<file path="config.mk">
export PLATFORM = sky130hd
export DESIGN_NAME = keypad_level_interrupt
export DESIGN_NICKNAME = d
export VERILOG_FILES = /design/src/core/keypad_pkg.sv /design/src/core/key_line_if.sv /design/src/core/key_level_detect.sv /design/src/core/key_line_sync.sv /design/src/core/keypad_level_interrupt.sv
export SDC_FILE = /design/constraint.sdc
export NUM_CORES = 1
export LEC_CHECK = 0
export BUFFER_PORTS_ARGS = -buffer_cell sky130_fd_sc_hd__buf_2
export CAP_MARGIN = 20
export CORE_MARGIN = 2
export CORE_UTILIZATION = 25
export DETAILED_ROUTE_END_ITERATION = 8
export PLACE_DENSITY = 0.44
export SYNTH_ARGS = -nofsm -noshare
export SYNTH_HDL_FRONTEND = slang
export SYNTH_SLANG_ARGS = --single-unit
</file>
<file path="constraint.sdc">
create_clock -name clk_sys -period 2.3 [get_ports clk_sys]
set_input_delay 0 -clock clk_sys [delete_from_list [all_inputs] [get_ports clk_sys]]
set_output_delay 0 -clock clk_sys [all_outputs]
set_load 0.02 [all_outputs]
</file>
<file path="src/core/keypad_pkg.sv">
// Shared constants of the keypad level interrupt block.
// Assumes an 8-bit special function register bus from the core.
package keypad_pkg;

  // ==========================================================
  // Geometry
  localparam int unsigned KEY_LINES = 8;
  localparam int unsigned REG_W = 8;

  // ==========================================================
  // Register addresses on the special function register bus
  localparam logic [7:0] ADDR_LEVEL_SELECT = 8'h9C;
  localparam logic [7:0] ADDR_LINE_ENABLE = 8'h9D;
  localparam logic [7:0] ADDR_LINE_FLAGS = 8'h9E;

  // ==========================================================
  // Reset values and masks
  localparam logic [7:0] REG_RESET = 8'h00;
  localparam logic [7:0] READ_DATA_RESET = 8'h00;
  localparam logic [7:0] UNMAPPED_READ = 8'h00;
  // Flags that a read clears; line 2 is left for software
  localparam logic [7:0] READ_CLEAR_MASK = 8'hFB;
  localparam int unsigned SW_ONLY_LINE = 2;
  // Keypad lines idle high behind pull-ups
  localparam logic [7:0] SYNC_RESET = 8'hFF;

  // ==========================================================
  // Register access decode
  typedef enum {
    ACC_NONE,
    ACC_LEVEL_SELECT,
    ACC_LINE_ENABLE,
    ACC_LINE_FLAGS
  } reg_sel_t;

endpackage

</file>
<file path="src/core/key_line_if.sv">
// Carrier between the keypad top and its line helpers.
// Assumes all three modules share clk_sys.
`timescale 1ns/1ps
interface key_line_if #(
  parameter int unsigned W = 8
);
  logic [W-1:0] sync_level;
  logic [W-1:0] level_sel;
  logic [W-1:0] hit;

  modport sync_src (output sync_level);
  modport detect (input sync_level, input level_sel, output hit);
  modport core (input sync_level, input hit, output level_sel);
endinterface

</file>
<file path="src/core/key_level_detect.sv">
// Per-line comparison of synchronised levels against the selectors.
// Assumes sync_level is already in the clk_sys domain.
`timescale 1ns/1ps
module key_level_detect #(
  parameter int unsigned W = 8
) (
  key_line_if.detect lines
);

  // ==========================================================
  // One comparator per keypad line
  genvar g;
  generate
    for (g = 0; g < W; g++)
    begin : g_line
      // Selector 0 looks for low, selector 1 looks for high
      assign lines.hit[g] = lines.level_sel[g] ? lines.sync_level[g]
        : ~lines.sync_level[g];
    end
  endgenerate

endmodule // key_level_detect

</file>
<file path="src/core/key_line_sync.sv">
// Three-stage synchroniser bank for the keypad port lines.
// Assumes asynchronous pin inputs; drives the carrier's sync_level.
`timescale 1ns/1ps
module key_line_sync #(
  parameter int unsigned W = 8
) (
  input wire logic clk_sys,
  input wire logic rst_b,
  input wire logic [W-1:0] key_pins,
  key_line_if.sync_src lines
);

  logic [W-1:0] meta_q;
  logic [W-1:0] meta_d;
  logic [W-1:0] sync2_q;
  logic [W-1:0] sync2_d;
  logic [W-1:0] sync3_q;
  logic [W-1:0] sync3_d;
  logic [W-1:0] stable_q;
  logic [W-1:0] stable_d;

  // ==========================================================
  // Next state
  always_comb
  begin
    meta_d = key_pins;
    sync2_d = meta_q;
    sync3_d = sync2_q;
    // A change counts only when the second and third stage agree
    stable_d = (sync2_q & ~(sync2_q ^ sync3_q))
      | (stable_q & (sync2_q ^ sync3_q));
  end

  always_ff @(posedge clk_sys or negedge rst_b)
  begin
    if (!rst_b)
    begin
      meta_q <= keypad_pkg::SYNC_RESET[W-1:0];
      sync2_q <= keypad_pkg::SYNC_RESET[W-1:0];
      sync3_q <= keypad_pkg::SYNC_RESET[W-1:0];
      stable_q <= keypad_pkg::SYNC_RESET[W-1:0];
    end
    else
    begin
      meta_q <= meta_d;
      sync2_q <= sync2_d;
      sync3_q <= sync3_d;
      stable_q <= stable_d;
    end
  end

  assign lines.sync_level = stable_q;

  property p_stable_agree;
    @(posedge clk_sys) disable iff (!rst_b)
    (stable_q != $past(stable_q)) |-> ($past(sync2_q) == $past(sync3_q));
  endproperty
  a_stable_agree: assert property (p_stable_agree)
    else $error("Synchronised level moved without stage agreement");

endmodule // key_line_sync

</file>
<file path="src/core/keypad_level_interrupt.sv">
// Eight-line keypad level interrupt unit with its three registers.
// Assumes a core-side register bus on clk_sys with one-cycle strobes
// and a global keypad enable bit held in the core's own enable reg.
//
// Overview of operation
// - A line's flag sets whenever its pin shows the selected level.
// - Interrupt request rises when any flagged line is also enabled.
// - Reading the flag register clears flags 0, 1 and 3 to 7.
// - Flag 2 survives reads; software must clear it by writing.
// - Reset loads zero into flags, enables and level selectors.
// - A disabled line is plain I/O and never requests an interrupt.
// - An enabled line lets its flag request an interrupt.
// - Selector bit clear detects a low level on that line.
// - Selector bit set detects a high level on that line.
// - Eight independent sources share one request toward the core.
// - Global keypad enable gates the combined request.
`timescale 1ns/1ps
module keypad_level_interrupt #(
  parameter int unsigned LINES = keypad_pkg::KEY_LINES
) (
  input wire logic clk_sys,
  input wire logic rst_b,
  input wire logic [LINES-1:0] key_pins,
  input wire logic [7:0] sfr_addr,
  input wire logic sfr_wr_en,
  input wire logic sfr_rd_en,
  input wire logic [7:0] sfr_wdata,
  output logic [7:0] sfr_rdata,
  input wire logic key_global_irq_enable,
  output logic [LINES-1:0] key_line_keypad_mode,
  output logic key_irq_request
);

  // ==========================================================
  // Address decode
  function automatic keypad_pkg::reg_sel_t decode(
    input logic [7:0] addr
  );
    keypad_pkg::reg_sel_t sel;
    sel = keypad_pkg::ACC_NONE;
    case (addr)
      keypad_pkg::ADDR_LEVEL_SELECT: sel = keypad_pkg::ACC_LEVEL_SELECT;
      keypad_pkg::ADDR_LINE_ENABLE: sel = keypad_pkg::ACC_LINE_ENABLE;
      keypad_pkg::ADDR_LINE_FLAGS: sel = keypad_pkg::ACC_LINE_FLAGS;
      default: sel = keypad_pkg::ACC_NONE;
    endcase
    return sel;
  endfunction

  keypad_pkg::reg_sel_t acc_sel;
  logic wr_level_sel;
  logic wr_enable;
  logic wr_flags;
  logic rd_flags;

  assign acc_sel = decode(sfr_addr);
  assign wr_level_sel = sfr_wr_en
    && (acc_sel == keypad_pkg::ACC_LEVEL_SELECT);
  assign wr_enable = sfr_wr_en
    && (acc_sel == keypad_pkg::ACC_LINE_ENABLE);
  assign wr_flags = sfr_wr_en
    && (acc_sel == keypad_pkg::ACC_LINE_FLAGS);
  assign rd_flags = sfr_rd_en
    && (acc_sel == keypad_pkg::ACC_LINE_FLAGS);

  // ==========================================================
  // Line synchronisation and level comparison
  key_line_if #(.W(LINES)) key_bus ();

  key_line_sync #(.W(LINES)) u_sync (
    .clk_sys (clk_sys),
    .rst_b (rst_b),
    .key_pins (key_pins),
    .lines (key_bus)
  );

  key_level_detect #(.W(LINES)) u_detect (
    .lines (key_bus)
  );

  logic [LINES-1:0] line_hit;
  assign line_hit = key_bus.hit;

  // ==========================================================
  // Configuration registers
  logic [LINES-1:0] key_level_selectors_q;
  logic [LINES-1:0] key_level_selectors_d;
  logic [LINES-1:0] key_line_enables_q;
  logic [LINES-1:0] key_line_enables_d;

  always_comb
  begin
    key_level_selectors_d = key_level_selectors_q;
    key_line_enables_d = key_line_enables_q;
    if (wr_level_sel)
    begin
      key_level_selectors_d = sfr_wdata[LINES-1:0];
    end
    if (wr_enable)
    begin
      key_line_enables_d = sfr_wdata[LINES-1:0];
    end
  end

  always_ff @(posedge clk_sys or negedge rst_b)
  begin
    if (!rst_b)
    begin
      key_level_selectors_q <= keypad_pkg::REG_RESET[LINES-1:0];
      key_line_enables_q <= keypad_pkg::REG_RESET[LINES-1:0];
    end
    else
    begin
      key_level_selectors_q <= key_level_selectors_d;
      key_line_enables_q <= key_line_enables_d;
    end
  end

  assign key_bus.level_sel = key_level_selectors_q;
  // Disabled lines stay ordinary port pins
  assign key_line_keypad_mode = key_line_enables_q;

  // ==========================================================
  // Line flags
  // Clears are applied first and hits last, so a level present in
  // the clearing cycle is never lost.
  logic [LINES-1:0] key_line_flags_q;
  logic [LINES-1:0] key_line_flags_d;

  always_comb
  begin
    key_line_flags_d = key_line_flags_q;
    if (rd_flags)
    begin
      key_line_flags_d = key_line_flags_d
        & ~keypad_pkg::READ_CLEAR_MASK[LINES-1:0];
    end
    if (wr_flags)
    begin
      // Writing 0 clears a flag, writing 1 leaves it alone
      key_line_flags_d = key_line_flags_d & sfr_wdata[LINES-1:0];
    end
    key_line_flags_d = key_line_flags_d | line_hit;
  end

  always_ff @(posedge clk_sys or negedge rst_b)
  begin
    if (!rst_b)
    begin
      key_line_flags_q <= keypad_pkg::REG_RESET[LINES-1:0];
    end
    else
    begin
      key_line_flags_q <= key_line_flags_d;
    end
  end

  // ==========================================================
  // Read data
  // Registered so the value returned is the one seen before the
  // read-clear takes effect.
  logic [7:0] rdata_q;
  logic [7:0] rdata_d;

  always_comb
  begin
    rdata_d = rdata_q;
    if (sfr_rd_en)
    begin
      case (acc_sel)
        keypad_pkg::ACC_LEVEL_SELECT:
          rdata_d = 8'(key_level_selectors_q);
        keypad_pkg::ACC_LINE_ENABLE:
          rdata_d = 8'(key_line_enables_q);
        keypad_pkg::ACC_LINE_FLAGS:
          rdata_d = 8'(key_line_flags_q);
        default:
          rdata_d = keypad_pkg::UNMAPPED_READ;
      endcase
    end
  end

  always_ff @(posedge clk_sys or negedge rst_b)
  begin
    if (!rst_b)
    begin
      rdata_q <= keypad_pkg::READ_DATA_RESET;
    end
    else
    begin
      rdata_q <= rdata_d;
    end
  end

  assign sfr_rdata = rdata_q;

  // ==========================================================
  // Interrupt request
  // All lines fold into one request toward the core.
  logic irq_q;
  logic irq_d;

  always_comb
  begin
    irq_d = key_global_irq_enable
      && (|(key_line_flags_q & key_line_enables_q));
  end

  always_ff @(posedge clk_sys or negedge rst_b)
  begin
    if (!rst_b)
    begin
      irq_q <= 1'b0;
    end
    else
    begin
      irq_q <= irq_d;
    end
  end

  assign key_irq_request = irq_q;

  // ==========================================================
  // Assertions
  property p_flag_sets;
    @(posedge clk_sys) disable iff (!rst_b)
    (line_hit != '0) |=>
      ((key_line_flags_q & $past(line_hit)) == $past(line_hit));
  endproperty
  a_flag_sets: assert property (p_flag_sets)
    else $error("Line hit did not set its flag");

  property p_irq_follows;
    @(posedge clk_sys) disable iff (!rst_b)
    (key_global_irq_enable
      && ((key_line_flags_q & key_line_enables_q) != '0))
      |=> key_irq_request;
  endproperty
  a_irq_follows: assert property (p_irq_follows)
    else $error("Enabled flag did not raise the request");

  property p_read_clear;
    @(posedge clk_sys) disable iff (!rst_b)
    (rd_flags && !sfr_wr_en && (line_hit == '0)) |=>
      ((key_line_flags_q & keypad_pkg::READ_CLEAR_MASK[LINES-1:0]) == '0);
  endproperty
  a_read_clear: assert property (p_read_clear)
    else $error("Flag read did not clear the read-clear flags");

  property p_read_data;
    @(posedge clk_sys) disable iff (!rst_b)
    rd_flags |=> (sfr_rdata == 8'($past(key_line_flags_q)));
  endproperty
  a_read_data: assert property (p_read_data)
    else $error("Flag read returned a value other than the flags");

  // A flag write just after the read may clear flag 2 legally
  localparam int unsigned SW_LINE = keypad_pkg::SW_ONLY_LINE;
  property p_keep_line2;
    @(posedge clk_sys) disable iff (!rst_b)
    (rd_flags && !sfr_wr_en && key_line_flags_q[SW_LINE]) ##1 !wr_flags
      |-> key_line_flags_q[SW_LINE] [*2];
  endproperty
  a_keep_line2: assert property (p_keep_line2)
    else $error("Flag 2 was cleared by a read");

  property p_sw_clear_line2;
    @(posedge clk_sys) disable iff (!rst_b)
    (wr_flags && !sfr_wdata[SW_LINE] && !line_hit[SW_LINE])
      |=> !key_line_flags_q[SW_LINE];
  endproperty
  a_sw_clear_line2: assert property (p_sw_clear_line2)
    else $error("Software write did not clear flag 2");

  property p_reset_zero;
    @(posedge clk_sys)
    !rst_b |-> ((key_line_flags_q == '0) && (key_line_enables_q == '0)
      && (key_level_selectors_q == '0) && !key_irq_request);
  endproperty
  a_reset_zero: assert property (p_reset_zero)
    else $error("Registers not zero during reset");

  property p_disabled_quiet;
    @(posedge clk_sys) disable iff (!rst_b)
    (key_line_enables_q == '0) |=> !key_irq_request;
  endproperty
  a_disabled_quiet: assert property (p_disabled_quiet)
    else $error("Request raised with every line disabled");

  property p_low_detect;
    @(posedge clk_sys) disable iff (!rst_b)
    ((~key_level_selectors_q & ~key_bus.sync_level) != '0) |=>
      ((key_line_flags_q
        & $past(~key_level_selectors_q & ~key_bus.sync_level))
        == $past(~key_level_selectors_q & ~key_bus.sync_level));
  endproperty
  a_low_detect: assert property (p_low_detect)
    else $error("Low level on a low-select line did not flag");

  property p_high_detect;
    @(posedge clk_sys) disable iff (!rst_b)
    ((key_level_selectors_q & key_bus.sync_level) != '0) |=>
      ((key_line_flags_q
        & $past(key_level_selectors_q & key_bus.sync_level))
        == $past(key_level_selectors_q & key_bus.sync_level));
  endproperty
  a_high_detect: assert property (p_high_detect)
    else $error("High level on a high-select line did not flag");

  property p_global_gate;
    @(posedge clk_sys) disable iff (!rst_b)
    !key_global_irq_enable |=> !key_irq_request;
  endproperty
  a_global_gate: assert property (p_global_gate)
    else $error("Request raised with the global enable clear");

  property p_irq_cause;
    @(posedge clk_sys) disable iff (!rst_b)
    $rose(key_irq_request) |->
      ($past(key_line_flags_q & key_line_enables_q) != '0);
  endproperty
  a_irq_cause: assert property (p_irq_cause)
    else $error("Request rose without an enabled flag");

  property p_reset_again;
    @(posedge clk_sys) disable iff (!rst_b)
    (rd_flags && (line_hit != '0)) |=>
      ((key_line_flags_q & $past(line_hit)) == $past(line_hit));
  endproperty
  a_reset_again: assert property (p_reset_again)
    else $error("Persisting level lost in the clearing cycle");

endmodule // keypad_level_interrupt

</file>
==> flow_metrics.py <==
metrics = {
    "outcome": {
        "status": "finished, final reports clean",
    },
    "global_route": {
        "grt_overflow": 0,
        "grt_antenna_before_repair": 0,
        "grt_usage_pct": 11.1,
        "grt_max_degree": 38,
        "grt_pass1_vias": 1711,
        "grt_pass1_wl_um": 9450,
    },
    "worst_hold_path": {
        "min-delay-path-class": "in2reg",
        "min_delay_path_depth": 2,
        "min_delay_worst_endpoint": "sfr_rdata[7]",
        "hold_path.startpoint": "sfr_rd_en",
    },
    "layout": {
        "fillers": 1053,
        "drive_gt1_share_pct": 46.6,
        "diodes": 0,
        "nNetsFinal": 275,
        "layout_common_cells": "buf_2, dfrtp_1, dfstp_2",
        "ff_latch_area_sq_um": 1670,
        "area_growth_pct": 28.4,
        "design_area_sq_um": 3340,
        "multi_input_area_sq_um": 840,
        "stdcell_count": 387,
        "final_common_cell": "buf_2",
    },
    "power": {
        "power_density_nw_per_um2": 701,
        "swShare_pct": 24.2,
        "p_clk_share_pct": 37.1,
        "pwr-share-comb_pct": 9.2,
        "ir_drop_mv": 0.357,
        "p_switching_mw": 0.568,
        "internal_power_mw": 1.78,
        "total_leakage_power_nw": 1.46,
        "seq_power_share_pct": 53.7,
    },
    "synth": {
        "synth_compound_area_share_pct": 10.8,
        "synthMuxAreaShare_pct": 10.1,
        "synth_cell_types": 28,
        "ys.warnings.count": 0,
        "avgSynthCellArea_sq_um": 14.8,
        "synth-simple-area-share_pct": 5.53,
        "netlist_area_sq_um": 2600,
        "netlist_instances": 176,
        "synth_top_family_by_area": "compound AO/OA/AOI/OAI gates",
        "syn_nets": 205,
        "synth_fa_ha_area_share_pct": 3.08,
        "synth_xor_area_share_pct": 2.69,
        "yosysSeqAreaShare_pct": 64.0,
        "ys_ff_latch": 65,
    },
    "clock_tree": {
        "clkLatencyLatePin_ns": 0.33,
        "cts_buffer_depth": 2,
        "numCtsBuffers": 9,
        "cts-root-buf": "clkbuf_8",
        "ctsHtreeMaxLevel": 3,
        "cts.sinks": 65,
        "cts_setup_buffers": 0,
        "clk_pin_slew_ns": 0.07,
        "cts_tree": "built",
    },
    "drt": {
        "drt_iter0_markers": 47,
        "wl_met3_um": 296,
        "viasPerCell": 4.29,
        "post-route-drc-count": 0,
        "met1_length_um": 2960,
        "firstDrtPassIters": 4,
        "dr.max_layer_used": "met4",
        "num_vias": 1660,
        "drt-total-wl_um": 5780,
        "wl_met2_um": 2470,
        "wl_per_cell_um": 14.9,
        "antenna_left": 0,
    },
    "timing": {
        "fmax_ghz": 0.874,
        "max_slew_margin_pct": 58.8,
        "hold_violations": 0,
        "worstMarginPinSlew_ns": 0.616,
        "finalCritPeriodShare_pct": 49.7,
        "final_max_slew_viol_count": 0,
        "setup_ws_ns": 1.16,
        "min_period_ns": 1.14,
        "tns_ns": 0,
        "whs_ns": 0.105,
        "skew_ns": 0.00629,
        "finalSetupViolCount": 0,
        "rsz0062_at_grt": "no",
    },
    "floorplan": {
        "fp.dieW_um": 106,
        "core_area_sq_um": 10200,
        "die-height_um": 106,
        "start_util_pct": 25.4,
        "num_io_pins": 46,
        "die-area_sq_um": 11200,
        "num_rows": 37,
    },
    "setup_path": {
        "cp.arrival_ns": 1.37,
        "crit_type": "in2reg",
        "r2r_cells": 3,
        "cp_top_family": "simple AND/OR/NAND/NOR gates",
        "start_kind": "input pin",
        "reg2reg_to": "key_line_flags_q[2]",
        "cp.buffers_inverters": 2,
        "reg2reg_slack_ns": 1.20,
        "slowest_delay_ns": 0.55,
        "cp_slowest_cell": "nor2b_1",
        "critPathRequiredTime_ns": 2.53,
        "cp-end-kind": "register",
        "crit_chain": "buf_2 -> nor2b_1 -> buf_4 -> o2111ai_1 -> a21o_1",
        "worstPathMaxFanout": 11,
    },
    "placement": {
        "gp_congestion": 0.781,
        "post-dp-hpwl_um": 4070,
        "dpl_cell_area_sq_um": 2980,
        "portBuffers": 45,
        "dp_cells": 353,
        "dp_slack_ns": 0.849,
    },
    "flow_run": {
        "maxCapViolCount": 0,
    },
}
[cells in the mapped netlist (all sizes together)]
| library cell | count | area share, % |
|---|---|---|
| a21o | 7 | 2.0 |
| a22oi | 4 | 1.2 |
| a2bb2oi | 9 | 3.0 |
| a41oi | 1 | 0.34 |
| and4b | 1 | 0.43 |
| and4bb | 1 | 0.62 |
| buf | 6 | 2.0 |
| clkbuf | 2 | 0.29 |
| dfrtp | 33 | 32 |
| dfstp | 32 | 32 |
| inv | 10 | 1.4 |
| maj3 | 8 | 3.1 |
| mux2 | 16 | 7.1 |
| mux2i | 8 | 3.1 |
| nand2 | 1 | 0.14 |
| nand3 | 2 | 0.86 |
| nand3b | 2 | 1.1 |
| nand4 | 1 | 0.24 |
| nor2b | 9 | 2.2 |
| o2111ai | 7 | 2.4 |
| o22ai | 8 | 1.9 |
| xnor2 | 7 | 2.4 |
| xor2 | 1 | 0.34 |
[layer usage]
metal / GRT usage [%] / vias up
li1: - / 780
met1: 16.6 / 825
met2: 14.9 / 50
met3: 3.31 / 5
met4: 4.51 / 0
met5: 0 / -
[stage by stage]
stage	power, mW	utilization, %
global placement	1.48	29.1
CTS	2.39	32.7
detailed placement	1.48	29.1
finish	2.35	32.7
floorplan	1.38	-
global route	2.47	32.7
[worst max-delay path by stage]
stage | from | endpoint | slack (ns) | cells after the start
floorplan | register | key_line_flags_q[2] | 1.29 | 3
global placement | sfr_addr[0] | key_line_flags_q[4] | 0.94 | 5
detailed placement | sfr_addr[1] | key_line_flags_q[4] | 0.85 | 5
CTS | register | key_line_flags_q[2] | 1.18 | 3
global route | sfr_addr[1] | key_line_flags_q[4] | 1.09 | 5
finish | sfr_addr[1] | key_line_flags_q[4] | 1.16 | 5
[cell type report]
type / count / share of cell area [%]
clock buffer: 11 / 4.53
clock inverter: 5 / 0.898
inverter: 10 / 1.12
multi-input combinational: 93 / 25.1
sequential: 65 / 49.9
tap: 136 / 5.09
timing repair buffer: 67 / 13.4
[power by group through the flow]
stage | logic, mW | registers (mW) | clock network (mW)
3_3_place_gp | 0.196 | 1.28 | 0
5_1_grt | 0.239 | 1.27 | 0.964
4_1_cts | 0.220 | 1.26 | 0.912
6_report | 0.216 | 1.26 | 0.869
3_5_place_dp | 0.197 | 1.28 | 0
2_1_floorplan | 0.0999 | 1.28 | 0
[cell families (layout without fill, tap and decap cells)]
logic type	count (synthesis)	in the layout
buf+inv	18	93
compound gates	36	36
simple gates	17	17
flops	65	65
fa+ha+maj	8	8
mux	24	24
xor+xnor	8	8
[timing repair]
action / 4_1_cts / 5_1_grt
gates resized for setup: 0 / 0
hold endpoints to repair: 62 / 0
hold buffers: 18 / 0
No activity file was read; power rests on OpenSTA's default activity.
